$ cat src/rtl/light_result_pkg.sv
`default_nettype none

package light_result_pkg;

  // Widths of the host register port and of the stored fields.
  localparam int unsigned DATA_W     = 16;
  localparam int unsigned ADDR_W     = 8;
  localparam int unsigned EXP_W      = 4;
  localparam int unsigned MANT_W     = 20;
  localparam int unsigned MHIGH_W    = 12;
  localparam int unsigned MLOW_W     = 8;
  localparam int unsigned CNT_W      = 4;
  localparam int unsigned CHK_W      = 4;
  localparam int unsigned SLOT_COUNT = 3;

  // Register offsets on the host register port.
  localparam logic [ADDR_W-1:0] OFS_SLOT0_LOW_WORD  = 8'h03;
  localparam logic [ADDR_W-1:0] OFS_SLOT1_HIGH_WORD = 8'h04;
  localparam logic [ADDR_W-1:0] OFS_SLOT1_LOW_WORD  = 8'h05;
  localparam logic [ADDR_W-1:0] OFS_SLOT2_HIGH_WORD = 8'h06;
  localparam logic [ADDR_W-1:0] OFS_SLOT2_LOW_WORD  = 8'h07;
  localparam logic [ADDR_W-1:0] OFS_LOW_THRESHOLD   = 8'h08;

  // Field positions inside the 16-bit words.
  localparam int unsigned POS_EXP_LSB   = 12;
  localparam int unsigned POS_MHIGH_LSB = 0;
  localparam int unsigned POS_MLOW_LSB  = 8;
  localparam int unsigned POS_CNT_LSB   = 4;
  localparam int unsigned POS_CHK_LSB   = 0;

  // Values after reset.
  localparam logic [EXP_W-1:0]   RST_EXP   = 4'h0;
  localparam logic [MHIGH_W-1:0] RST_MHIGH = 12'h000;
  localparam logic [MLOW_W-1:0]  RST_MLOW  = 8'h00;
  localparam logic [CNT_W-1:0]   RST_CNT   = 4'h0;
  localparam logic [CHK_W-1:0]   RST_CHK   = 4'h0;
  localparam logic [DATA_W-1:0]  RST_WORD  = 16'h0000;
  localparam logic [CNT_W-1:0]   CNT_STEP  = 4'h1;

endpackage

`default_nettype wire

$ cat src/rtl/light_check_bits.sv
`default_nettype none

module light_check_bits
  import light_result_pkg::*;
(
  input  wire logic [light_result_pkg::EXP_W-1:0]  exp_in,
  input  wire logic [light_result_pkg::MANT_W-1:0] mant_in,
  input  wire logic [light_result_pkg::CNT_W-1:0]  cnt_in,
  output logic      [light_result_pkg::CHK_W-1:0]  chk_out
);

  always_comb
  begin
    chk_out[0] = ^{exp_in, mant_in, cnt_in};
    chk_out[1] = ^{cnt_in[1], cnt_in[3], mant_in[1], mant_in[3], mant_in[5], mant_in[7], mant_in[9],
                   mant_in[11], mant_in[13], mant_in[15], mant_in[17], mant_in[19], exp_in[1], exp_in[3]};
    chk_out[2] = ^{cnt_in[3], mant_in[3], mant_in[7], mant_in[11], mant_in[15], mant_in[19], exp_in[3]};
    chk_out[3] = ^{mant_in[3], mant_in[11], mant_in[19]};
  end

endmodule

`default_nettype wire

$ cat src/rtl/light_result_fifo_regs.sv
`default_nettype none

module light_result_fifo_regs
  import light_result_pkg::*;
(
  input  wire logic                                clk,
  input  wire logic                                rst,
  input  wire logic                                ce,
  input  wire logic                                conv_valid,
  input  wire logic [light_result_pkg::EXP_W-1:0]  conv_exp,
  input  wire logic [light_result_pkg::MANT_W-1:0] conv_light_fraction,
  input  wire logic [light_result_pkg::ADDR_W-1:0] reg_addr,
  input  wire logic                                reg_wr,
  input  wire logic [light_result_pkg::DATA_W-1:0] reg_wdata,
  input  wire logic                                reg_rd,
  output logic      [light_result_pkg::DATA_W-1:0] rd_data,
  output logic                                     rd_valid,
  output logic      [light_result_pkg::EXP_W-1:0]  thr_low_exp,
  output logic      [light_result_pkg::MHIGH_W-1:0] thr_low_result
);

  import light_result_pkg::*;

  ////////////////////////////////////////////////////////////////////////////

  logic [SLOT_COUNT-1:0][EXP_W-1:0]   exp_q;
  logic [SLOT_COUNT-1:0][EXP_W-1:0]   exp_d;
  logic [SLOT_COUNT-1:0][MHIGH_W-1:0] mhigh_q;
  logic [SLOT_COUNT-1:0][MHIGH_W-1:0] mhigh_d;
  logic [SLOT_COUNT-1:0][MLOW_W-1:0]  mlow_q;
  logic [SLOT_COUNT-1:0][MLOW_W-1:0]  mlow_d;
  logic [SLOT_COUNT-1:0][CNT_W-1:0]   cnt_q;
  logic [SLOT_COUNT-1:0][CNT_W-1:0]   cnt_d;
  logic [SLOT_COUNT-1:0][CHK_W-1:0]   chk_q;
  logic [SLOT_COUNT-1:0][CHK_W-1:0]   chk_d;
  logic [CNT_W-1:0]                   seq_q;
  logic [CNT_W-1:0]                   seq_d;
  logic [CHK_W-1:0]                   new_chk;
  logic [EXP_W-1:0]                   thr_exp_q;
  logic [EXP_W-1:0]                   thr_exp_d;
  logic [MHIGH_W-1:0]                 thr_res_q;
  logic [MHIGH_W-1:0]                 thr_res_d;
  logic [DATA_W-1:0]                  rd_data_q;
  logic [DATA_W-1:0]                  rd_data_d;
  logic                               rd_valid_q;
  logic                               rd_valid_d;
  logic                               thr_sel;

  ////////////////////////////////////////////////////////////////////////////
  // Check bits of the incoming sample, taken with the count it will carry.

  light_check_bits u_check
  (
    .exp_in  (conv_exp),
    .mant_in (conv_light_fraction),
    .cnt_in  (seq_q),
    .chk_out (new_chk)
  );

  ////////////////////////////////////////////////////////////////////////////
  // Sample slots: a finished conversion enters slot zero and the older ones
  // move down by one, so slot two always holds the oldest sample.

  for (genvar i = 0; i < SLOT_COUNT; i++)
  begin : g_slot
    if (i == 0)
    begin : g_head
      always_comb
      begin
        exp_d[i]   = exp_q[i];
        mhigh_d[i] = mhigh_q[i];
        mlow_d[i]  = mlow_q[i];
        cnt_d[i]   = cnt_q[i];
        chk_d[i]   = chk_q[i];
        if (conv_valid)
        begin
          exp_d[i]   = conv_exp;
          mhigh_d[i] = conv_light_fraction[MANT_W-1:MLOW_W];
          mlow_d[i]  = conv_light_fraction[MLOW_W-1:0];
          cnt_d[i]   = seq_q;
          chk_d[i]   = new_chk;
        end
      end
    end
    else
    begin : g_tail
      always_comb
      begin
        exp_d[i]   = exp_q[i];
        mhigh_d[i] = mhigh_q[i];
        mlow_d[i]  = mlow_q[i];
        cnt_d[i]   = cnt_q[i];
        chk_d[i]   = chk_q[i];
        if (conv_valid)
        begin
          exp_d[i]   = exp_q[i-1];
          mhigh_d[i] = mhigh_q[i-1];
          mlow_d[i]  = mlow_q[i-1];
          cnt_d[i]   = cnt_q[i-1];
          chk_d[i]   = chk_q[i-1];
        end
      end
    end

    always_ff @(posedge clk or posedge rst)
    begin
      if (rst)
      begin
        exp_q[i]   <= RST_EXP;
        mhigh_q[i] <= RST_MHIGH;
        mlow_q[i]  <= RST_MLOW;
        cnt_q[i]   <= RST_CNT;
        chk_q[i]   <= RST_CHK;
      end
      else if (ce)
      begin
        exp_q[i]   <= exp_d[i];
        mhigh_q[i] <= mhigh_d[i];
        mlow_q[i]  <= mlow_d[i];
        cnt_q[i]   <= cnt_d[i];
        chk_q[i]   <= chk_d[i];
      end
    end
  end

  ////////////////////////////////////////////////////////////////////////////
  // Rolling conversion count; the four-bit width makes it wrap by itself.

  always_comb
  begin
    seq_d = seq_q;
    if (conv_valid)
    begin
      seq_d = seq_q + CNT_STEP;
    end
  end

  always_ff @(posedge clk or posedge rst)
  begin
    if (rst)
    begin
      seq_q <= RST_CNT;
    end
    else if (ce)
    begin
      seq_q <= seq_d;
    end
  end

  ////////////////////////////////////////////////////////////////////////////
  // Low threshold. Only this offset accepts writes; a write anywhere else is
  // dropped so the buffered samples cannot be forged from the host side.

  assign thr_sel = (reg_addr == OFS_LOW_THRESHOLD);

  always_comb
  begin
    thr_exp_d = thr_exp_q;
    thr_res_d = thr_res_q;
    if (reg_wr && thr_sel)
    begin
      thr_exp_d = reg_wdata[POS_EXP_LSB +: EXP_W];
      thr_res_d = reg_wdata[POS_MHIGH_LSB +: MHIGH_W];
    end
  end

  always_ff @(posedge clk or posedge rst)
  begin
    if (rst)
    begin
      thr_exp_q <= RST_EXP;
      thr_res_q <= RST_MHIGH;
    end
    else if (ce)
    begin
      thr_exp_q <= thr_exp_d;
      thr_res_q <= thr_res_d;
    end
  end

  ////////////////////////////////////////////////////////////////////////////
  // Read path. Data is registered so the host port sees a clean word one
  // cycle after the strobe; unmapped offsets read as zero.

  always_comb
  begin
    rd_valid_d = reg_rd;
    rd_data_d  = rd_data_q;
    if (reg_rd)
    begin
      case (reg_addr)
        OFS_SLOT0_LOW_WORD:  rd_data_d = {mlow_q[0], cnt_q[0], chk_q[0]};
        OFS_SLOT1_HIGH_WORD: rd_data_d = {exp_q[1], mhigh_q[1]};
        OFS_SLOT1_LOW_WORD:  rd_data_d = {mlow_q[1], cnt_q[1], chk_q[1]};
        OFS_SLOT2_HIGH_WORD: rd_data_d = {exp_q[2], mhigh_q[2]};
        OFS_SLOT2_LOW_WORD:  rd_data_d = {mlow_q[2], cnt_q[2], chk_q[2]};
        OFS_LOW_THRESHOLD:   rd_data_d = {thr_exp_q, thr_res_q};
        default:             rd_data_d = RST_WORD;
      endcase
    end
  end

  always_ff @(posedge clk or posedge rst)
  begin
    if (rst)
    begin
      rd_data_q  <= RST_WORD;
      rd_valid_q <= 1'b0;
    end
    else if (ce)
    begin
      rd_data_q  <= rd_data_d;
      rd_valid_q <= rd_valid_d;
    end
  end

  assign rd_data        = rd_data_q;
  assign rd_valid       = rd_valid_q;
  assign thr_low_exp    = thr_exp_q;
  assign thr_low_result = thr_res_q;
endmodule

`default_nettype wire

$ cat config.mk
export PLATFORM = sky130hd
export DESIGN_NAME = light_result_fifo_regs
export DESIGN_NICKNAME = d
export VERILOG_FILES = /design/src/rtl/light_result_pkg.sv /design/src/rtl/light_check_bits.sv /design/src/rtl/light_result_fifo_regs.sv
export SDC_FILE = /design/constraint.sdc
export NUM_CORES = 1
export LEC_CHECK = 0
export ABC_AREA = 1
export ABC_CLOCK_PERIOD_IN_PS = 6140
export BUFFER_PORTS_ARGS = -buffer_cell sky130_fd_sc_hd__buf_2
export CORE_MARGIN = 2
export CORE_UTILIZATION = 60
export CTS_BUF_LIST = sky130_fd_sc_hd__clkbuf_2
export DETAILED_ROUTE_END_ITERATION = 10
export GPL_TIMING_DRIVEN = 0
export PLACE_DENSITY = 0.91
export SLEW_MARGIN = 20
export SYNTH_ARGS = -nofsm -noshare
export SYNTH_HDL_FRONTEND = slang
export SYNTH_HIERARCHICAL = 1
export SYNTH_SLANG_ARGS = --single-unit
$ cat constraint.sdc
create_clock -name clk -period 6.14 [get_ports clk]
set_clock_uncertainty 0.2 [all_clocks]
set_input_delay 1.228 -clock clk [delete_from_list [all_inputs] [get_ports clk]]
set_output_delay 1.228 -clock clk [all_outputs]
set_load 0.01 [all_outputs]
==> run_results.csv, run 1 <==
group,metric,value,unit
flow_run,cap_viol_max_count,0,
clock_network,numCtsBuffers,17,
sta,setup_violations,0,
synth,synth_seq_cells,133,
sta,hold_viol_final,0,
final_layout,layout_commonest_cell,"nand2_1",
final_layout,area_delta_synth_final,11.9,%
die,rows,39,
routing,vias_per_cell,5.36,
critical_path,critPathBufInv,1,
critical_path,reg2regPathDepth,13,
synth,synth_cells,951,
power,p_leak,4.37,nW
final_layout,multiInputGateArea,0.00317,mm^2
final_layout,final_cell_mix,"422 x nand2_1, 133 x dfrtp_1, 105 x buf_2",
sta,slew_violations,0,
final_layout,layout.nets,1112,
critical_path,crit_chain,"buf_2",
clock_network,cts_hold_buffers,0,
clock_network,cts_buffer_depth,2,
routing,wl_per_cell,14.9,um
clock_network,path_clk_slew,0.21,ns
global_routing,grt_pass1_vias,6053,
die,design.die.area,0.0126,mm^2
routing,ant_nets,0,
power,power_density,269,mW/mm^2
placement,dpl.hpwl,13800,um
final_layout,fillers,978,
global_routing,grt_use_total,0.299,
routing,route.detailed.drc,0,
die,fp.coreArea,0.0114,mm^2
critical_path,cp.depth,1,
die,io_pins,87,
critical_path,crit_fanout,3,
synth,synth_warnings,6,
sta,rsz0062_at_grt,"false",
placement,dpl.cell_count,1181,
synth,synth_edf_count,0,
critical_path,cp_data_required_time,4.71,ns
global_routing,grt_start_max_net_pins,96,
critical_path,end_kind,"output pin",
sta,fmax,364,MHz
critical_path,criticalPathCategory,"flop to output pin",
placement,io_buffers,86,
sta,holdWs,0.257,ns
clock_network,cts_setup_buffers,0,
critical_path,start_kind,"flop",
synth,ys_async_sr_fraction,1.00,
critical_path,max_stage_delay,0.45,ns
global_routing,grt_pass1_wl,29600,um
global_routing,grt_antenna_before_repair,1,
status,outcome,"finished, final reports clean",
final_layout,seq_area,0.00333,mm^2
routing,first_pass_iters,8,
die,die-width,112,um
clock_network,post_cts_resized,0,
final_layout,instances_no_fill,1214,
die,initial_core_util,0.617,
sta,tightest_slew,0.506,ns
clock_network,cts-root-buf,"clkbuf_2",
power,peakVddDrop,0.147,mV
synth,yosys.cell_types.count,28,
worst_hold_path,min_path_type,"input pin to async pin",
synth,synth.cell_area,0.00704,mm^2
final_layout,fin_util,0.690,
sta,post-route-period-util,0.447,
synth,synth_top_flop_cell,"dfrtp_1",
critical_path,crit_family,"flip-flops",
clock_network,clock-sinks,133,
routing,route.vias.total,6506,
clock_network,clk_latency,0.71,ns
sta,slew_headroom,0.663,
die,die_h,112,um
synth,avgSynthCellArea,7.41,um^2
critical_path,critical_path_arrival,1.32,ns
routing,drtIter0Drc,568,
sta,period_needed,2.74,ns
placement,dp_slack,3.36,ns
routing,drt_wl_total,18100,um
clock_network,htree_levels,4,
clock_network,cts_tree,"done",
global_routing,globalRoute.totalOverflow,0,
final_layout,final_layout_size_suffix_gt1_frac,0.195,
sta,setup_ws,3.40,ns
placement,globalplace.congestion,0.945,
critical_path,crit_slowest_cell,"dfrtp_1",
synth,seq_area_frac_synth,0.473,
synth,synth_nets,1006,
==> final cells by class <==
class	instances	area share
clock buffers	17	0.0108
plain buffers	46	0.0344
repair buffers	87	0.0581
well taps	143	0.0227
inverters	73	0.0357
clock inverters	15	0.0138
flip-flops and latches	133	0.422
multi-input cells	699	0.402
diodes	1	0.000317
==> metal layers <==
metal  track usage  wire length (um)
met3        0.0626              1480
met5             0                 0
met4         0.146               808
met1         0.400              7520
met2         0.467              8290
==> sequential cells by signal, indices dropped and copies added, names as in the netlist <==
| signal | flops |
|---|---|
| exp_q | 12 |
| rd_valid | 1 |
| cnt_q | 12 |
| seq_q | 4 |
| chk_q | 12 |
| rd_data | 16 |
| mhigh_q | 36 |
| thr_low_result | 12 |
| mlow_q | 24 |
| thr_low_exp | 4 |
==> metrics by stage <==
stage | total power (W) | area [um^2] | setup TNS (ns)
3_3_place_gp | 0.00164 | 7650 | -18.86
3_5_place_dp | 0.00168 | 7690 | 0
2_1_floorplan | 0.00150 | 7040 | 0
6_report | 0.00212 | 7880 | 0
5_1_grt | 0.00226 | 7880 | 0
4_1_cts | 0.00211 | 7880 | 0
==> power by group <==
part           switching [W]  internal (W)
Clock               0.000344      0.000106
Combinational       0.000312      0.000194
Sequential          0.000138       0.00103
==> logic make-up (layout without fill, tap and decap cells) <==
logic type | count (synthesis) | in the layout | share of synthesized area
AOI/OAI and AO/OA | 70 | 70 | 0.0593
buffers and inverters | 119 | 238 | 0.0775
and+or+nand+nor | 599 | 599 | 0.349
adders and majority gates | 1 | 1 | 0.00178
other | 0 | 1 | 0
xor gates and xnor gates | 29 | 29 | 0.0403
DFF | 133 | 133 | 0.473
==> worst paths after layout <==
path / from / endpoint / slack (ns)
worst max-delay path: thr_low_result[3]$_DFFE_PP0P_ / thr_low_result[3] / 3.40
worst min-delay path: rst / thr_low_result[3]$_DFFE_PP0P_ / 0.26
worst max register to register: seq_q[1]$_DFFE_PP0P_ / chk_q[0]$_DFFE_PP0P_ / 4.42
worst min register to register: exp_q[10]$_DFFE_PP0P_ / exp_q[10]$_DFFE_PP0P_ / 0.31
max in group asynchronous: rst / rd_data[8]$_DFFE_PP0P_ / 4.75
min in group clk: exp_q[10]$_DFFE_PP0P_ / exp_q[10]$_DFFE_PP0P_ / 0.31
==> cell usage after synthesis (4+ instances only) <==
cell type / number / area, um^2
buf_2: 19 / 95.1
a21oi_1: 4 / 20.0
dfrtp_1: 133 / 3330
inv_1: 58 / 218
o21ai_0: 36 / 180
o21ai_2: 6 / 52.6
nor2_4: 7 / 78.8
nand2_1: 422 / 1580
nand2_2: 8 / 50.1
xor2_1: 10 / 87.6
o21ai_1: 12 / 60.1
buf_6: 4 / 45.0
a21oi_2: 12 / 105
buf_4: 12 / 90.1
xnor2_2: 4 / 65.1
nor2_1: 71 / 267
clkbuf_1: 10 / 37.5
xnor2_1: 15 / 131
inv_2: 15 / 56.3
nand3_1: 85 / 425
Power figures use the tool's default switching activity.
==> inputs of run 2 (changes only) <==
ABC_CLOCK_PERIOD_IN_PS = 2600   (was 6140)
clock period = 2.6 ns   (was 6.14 ns; I/O delays follow)
==> run 2 against run 1 <==
Net effect: core utilization rose by 4.6 points; critical path depth did not move; setup slack worse by 2.9 ns; non-clock buffer count rose by 49; register-to-register slack got worse by 3.5 ns; sequential cell count is the same; final area grew 6.6%; worst hold slack worse by 0.10 ns; global-route usage rose by 3.4 points.
==> run_results.csv, run 2 (synthesis results as in run 1) <==
group,metric,value,unit
final_layout,largest_register,"mhigh_q",
critical_path,reg2regPathDepth,13,
final_layout,final_cell_mix,"422 x nand2_1, 133 x dfrtp_1, 105 x buf_2",
die,initial_core_util,0.617,
die,io_pins,87,
routing,ant_nets,0,
power,p_leak,4.59,nW
critical_path,r2r-start,"seq_q[1]$_DFFE_PP0P_",
global_routing,grt_use_total,0.332,
sta,holdWs,0.154,ns
final_layout,instances_no_fill,1262,
clock_network,path_clk_slew,0.21,ns
critical_path,start_kind,"flop",
clock_network,post_cts_resized,0,
critical_path,max_stage_delay,0.47,ns
critical_path,crit_fanout,3,
critical_path,r2r_end,"chk_q[0]$_DFFE_PP0P_",
clock_network,htree_levels,4,
critical_path,critical_path_arrival,1.34,ns
sta,slew_headroom,0.632,
critical_path,r2r_slack,0.89,ns
clock_network,cts_tree,"done",
routing,first_pass_iters,9,
sta,tightest_slew,0.551,ns
clock_network,clk_latency,0.70,ns
final_layout,layout_commonest_cell,"nand2_1",
clock_network,cts_setup_buffers,0,
routing,vias_per_cell,5.42,
die,rows,39,
flow_run,cap_viol_max_count,0,
critical_path,crit_chain,"buf_2",
global_routing,grt_start_max_net_pins,36,
placement,globalplace.congestion,0.972,
routing,drt_wl_total,19900,um
clock_network,cts_buffer_depth,2,
placement,dpl.cell_count,1184,
routing,drtIter0Drc,667,
critical_path,end_kind,"output pin",
critical_path,critPathBufInv,1,
clock_network,cts-root-buf,"clkbuf_2",
critical_path,crit_family,"flip-flops",
sta,rsz0062_at_grt,"false",
power,power_density,612,mW/mm^2
final_layout,area_delta_synth_final,19.4,%
routing,route.detailed.drc,0,
worst_hold_path,min_path_type,"input pin to async pin",
clock_network,cts_hold_buffers,46,
sta,post-route-period-util,0.791,
global_routing,grt_pass1_wl,32800,um
final_layout,final_layout_size_suffix_gt1_frac,0.187,
die,die-width,112,um
final_layout,layout.nets,1161,
sta,fmax,486,MHz
sta,slew_violations,0,
clock_network,clock-sinks,133,
die,die_h,112,um
global_routing,grt_antenna_before_repair,1,
global_routing,globalRoute.totalOverflow,0,
sta,period_needed,2.06,ns
die,fp.coreArea,0.0114,mm^2
critical_path,crit_slowest_cell,"dfrtp_1",
placement,dpl.hpwl,14200,um
critical_path,criticalPathCategory,"flop to output pin",
clock_network,numCtsBuffers,17,
routing,wl_per_cell,15.8,um
status,outcome,"finished, final reports clean",
power,finalPower,0.00515,W
power,peakVddDrop,0.367,mV
global_routing,grt_pass1_vias,6824,
die,design.die.area,0.0126,mm^2
placement,io_buffers,86,
final_layout,largest_register_ffs,36,
sta,hold_viol_final,0,
routing,route.vias.total,6842,
sta,setup_violations,0,
critical_path,cp_data_required_time,1.88,ns
run 2: changes by cell type in the layout (fill, tap and decap cells not counted), sizes merged:
cell	before	now
clkinvlp	5	6
dlygate4sd3	0	46
buf	123	126
bufinv	0	1
inv	76	72
clkinv	7	8
run 2: area by class of cell:
class	count	area (um^2)
well taps	143	179
clock buffers	17	85.1
fillers	866	3010
flip-flops and latches	133	3330
plain buffers	46	272
multi-input cells	699	3170
repair buffers	136	978
clock inverters	14	115
inverters	73	278
diodes	1	2.50
run 2: stage by stage:
step	util	setup WS [ns]	area, um^2	setup TNS [ns]
after global placement	0.671	-0.528	7660	-69.41
after CTS	0.736	0.550	8400	0
after detailed placement	0.678	0.512	7740	0
after global routing	0.736	0.498	8410	0
after floorplan	-	0.229	7050	0
final	0.736	0.542	8410	0
run 2: routing by layer:
| layer | global-route usage | share of wire |
|---|---|---|
| met2 | 0.549 | 0.47 |
| met5 | 0 | 0 |
| met1 | 0.416 | 0.40 |
| met3 | 0.0643 | 0.083 |
| met4 | 0.179 | 0.050 |
run 2: power by group:
part / switching [W] / total, W / internal, W
Clock: 0.000778 / 0.00110 / 0.000327
Sequential: 0.000342 / 0.00277 / 0.00243
Combinational: 0.000759 / 0.00127 / 0.000512
run 2: how the worst max path moves through the flow:
stage                              startpoint                      to  slack [ns]  cells past startpoint
2_1_floorplan                             rst    chk_q[0]$_DFFE_PP0P_        0.23                      1
5_1_grt         thr_low_result[8]$_DFFE_PP0P_       thr_low_result[8]        0.50                      1
4_1_cts        thr_low_result[10]$_DFFE_PP0P_      thr_low_result[10]        0.55                      1
3_3_place_gp                              rst  rd_data[4]$_DFFE_PP0P_       -0.53                      2
6_report           thr_low_exp[0]$_DFFE_PP0P_          thr_low_exp[0]        0.54                      1
3_5_place_dp                               ce  mlow_q[17]$_DFFE_PP0P_        0.51                      6
==> inputs of run 3 (changes only) <==
ABC_CLOCK_PERIOD_IN_PS = 1700   (was 2600)
CORE_UTILIZATION = 55   (was 60)
PLACE_DENSITY = 0.88   (was 0.91)
clock period = 1.7 ns   (was 2.6 ns; I/O delays follow)
==> run 3 against run 2 <==
Net effect: the run now ends with setup timing left; worst hold slack lost 0.14 ns; clock power grew 97%; sequential share of layout area fell by 2.9 points; wire length increased by 14%; power increased by 68%; setup slack lost 0.71 ns; combinational power up 80%; global-route usage down 0.28 points; critical endpoint is now rd_data[14].
==> run_results.csv, run 3 (synthesis results as in run 1) <==
group,metric,value,unit
status,outcome,"finished, violations left",
status,violations,"setup timing",
sta,period_needed,1.87,ns
final_layout,finalInstanceArea,0.00908,mm^2
clock_network,cts_buffer_depth,2,
power,peakVddDrop,0.581,mV
critical_path,start_kind,"flop",
global_routing,globalRoute.totalOverflow,0,
critical_path,crit_chain,"buf_6",
flow_run,cap_viol_max_count,0,
routing,drt_wl_total,22700,um
die,die-width,117,um
routing,vias_per_cell,5.40,
routing,wl_per_cell,16.9,um
critical_path,r2r_slack,0,ns
final_layout,layout_commonest_cell,"nand2_1",
critical_path,crit_slowest_cell,"dfrtp_1",
critical_path,r2r_end,"thr_low_result[8]$_DFFE_PP0P_",
final_layout,final_cell_mix,"414 x nand2_1, 130 x dfrtp_1, 92 x buf_2",
placement,dpl.hpwl,14000,um
critical_path,max_stage_delay,0.47,ns
sta,hold_viol_final,0,
clock_network,path_clk_slew,0.20,ns
clock_network,cts-root-buf,"clkbuf_2",
global_routing,grt_start_max_net_pins,35,
sta,post-route-period-util,1.10,
placement,globalplace.congestion,0.916,
routing,route.vias.total,7266,
critical_path,criticalPathCategory,"flop to output pin",
critical_path,r2r-start,"thr_low_result[8]$_DFFE_PP0P_",
clock_network,clock-sinks,133,
global_routing,grt_pass1_wl,34200,um
sta,slew_headroom,0.587,
critical_path,critPathBufInv,1,
die,initial_core_util,0.560,
routing,first_pass_iters,8,
sta,holdWs,0.0180,ns
die,design.die.area,0.0137,mm^2
critical_path,end_kind,"output pin",
die,fp.coreArea,0.0126,mm^2
final_layout,seq_area,0.00333,mm^2
final_layout,largest_register,"mhigh_q",
sta,setup_violations,37,
placement,place_area,0.00778,mm^2
clock_network,numCtsBuffers,17,
critical_path,crit_fanout,2,
critical_path,critical_path_arrival,1.33,ns
final_layout,num_antenna_cells,0,
sta,tightest_slew,0.620,ns
global_routing,grt_pass1_vias,7168,
power,power_density,954,mW/mm^2
critical_path,cp_data_required_time,1.16,ns
critical_path,crit_start,"rd_data[14]$_DFFE_PP0P_",
worst_hold_path,min_path_type,"input pin to async pin",
routing,ant_nets,0,
die,io_pins,87,
die,die_h,117,um
sta,fmax,534,MHz
global_routing,grt_use_total,0.330,
global_routing,grt_antenna_before_repair,1,
clock_network,htree_levels,4,
final_layout,multiInputGateArea,0.00321,mm^2
final_layout,layout.nets,1215,
final_layout,area_delta_synth_final,29.0,%
power,p_leak,4.99,nW
final_layout,final_layout_size_suffix_gt1_frac,0.228,
sta,slew_violations,0,
final_layout,fillers,894,
placement,dp_slack,-0.232,ns
die,rows,41,
routing,route.detailed.drc,0,
critical_path,crit_family,"flip-flops",
final_layout,largest_register_ffs,36,
critical_path,reg2regPathDepth,5,
placement,io_buffers,86,
routing,drtIter0Drc,976,
clock_network,cts_tree,"done",
sta,setup_ws,-0.173,ns
sta,rsz0062_at_grt,"true",
clock_network,clk_latency,0.72,ns
==> run 3: cell count changes in the layout (fill, tap and decap cells not counted), moves of 3 or more <==
cell,previous run,this run
clkinv_1,3,0
dfrtp_1,133,130
dlygate4sd3_1,46,59
nand2_2,8,16
clkinv_2,2,5
buf_6,4,17
nand2_1,422,414
clkinv_4,3,0
bufinv_16,1,4
buf_2,105,92
dfrtp_2,0,3
buf_4,12,51
==> run 3: area by class of cell <==
type                       count  share of cell area
inverter                      73              0.0306
buffer                        46              0.0299
clock buffer                  18             0.00992
clock inverter                14              0.0202
multi-input combinational    699               0.353
sequential                   133               0.367
tap                          172              0.0237
timing repair buffer         190               0.166
==> run 3: power by group <==
part / total, W / switching [W] / internal, W
combinational: 0.00228 / 0.00130 / 0.000978
clock: 0.00217 / 0.00121 / 0.000961
sequential: 0.00422 / 0.000502 / 0.00372
==> run 3: worst max-delay path by stage <==
stage          slack (ns)                 endpoint  depth (start not counted)
2_1_floorplan       -0.49     chk_q[0]$_DFFE_PP0P_                          1
3_3_place_gp        -1.25   rd_data[6]$_DFFE_PP0P_                          2
6_report            -0.17              rd_data[14]                          1
5_1_grt             -0.23  rd_data[15]$_DFFE_PP0P_                          8
3_5_place_dp        -0.23   mlow_q[18]$_DFFE_PP0P_                          6
4_1_cts             -0.15               rd_data[7]                          1
==> run 3: repair_timing <==
action,CTS,global route
pin swaps,0,16
gates cloned,0,0
hold buffers,60,1
buffers inserted,25,14
hold endpoints to repair,96,1
gates resized for setup,0,32
endpoints found under the setup margin,34,35
==> run 3: worst reg2reg max path, stage by stage, from the launching register on <==
cell           delay (ns)
dfrtp_1              0.45
buf_4                0.15
buf_4                0.13
nand2_1              0.07
o21ai_2              0.05
dlygate4sd3_1        0.57
==> run 3: per-stage QoR <==
stage | TNS (ns) | total power, W | instances | utilization
global placement | -167.52 | 0.00590 | 1209 | 0.612
floorplan | -65.33 | 0.00541 | 951 | -
global route | -7.79 | 0.00910 | 1345 | 0.723
finish | -4.44 | 0.00867 | 1345 | 0.723
CTS | -4.00 | 0.00829 | 1330 | 0.704
detailed placement | -3.26 | 0.00604 | 1213 | 0.619
==> run 3: per-layer routing <==
| metal | track usage | vias up | routed length (um) | part of all wire |
|---|---|---|---|---|
| met5 | 0 | - | 0 | 0 |
| met4 | 0.159 | 0 | 1200 | 0.053 |
| met3 | 0.0999 | 105 | 2100 | 0.092 |
| met2 | 0.559 | 423 | 11000 | 0.48 |
| met1 | 0.382 | 3379 | 8410 | 0.37 |
| li1 | - | 3359 | - | - |
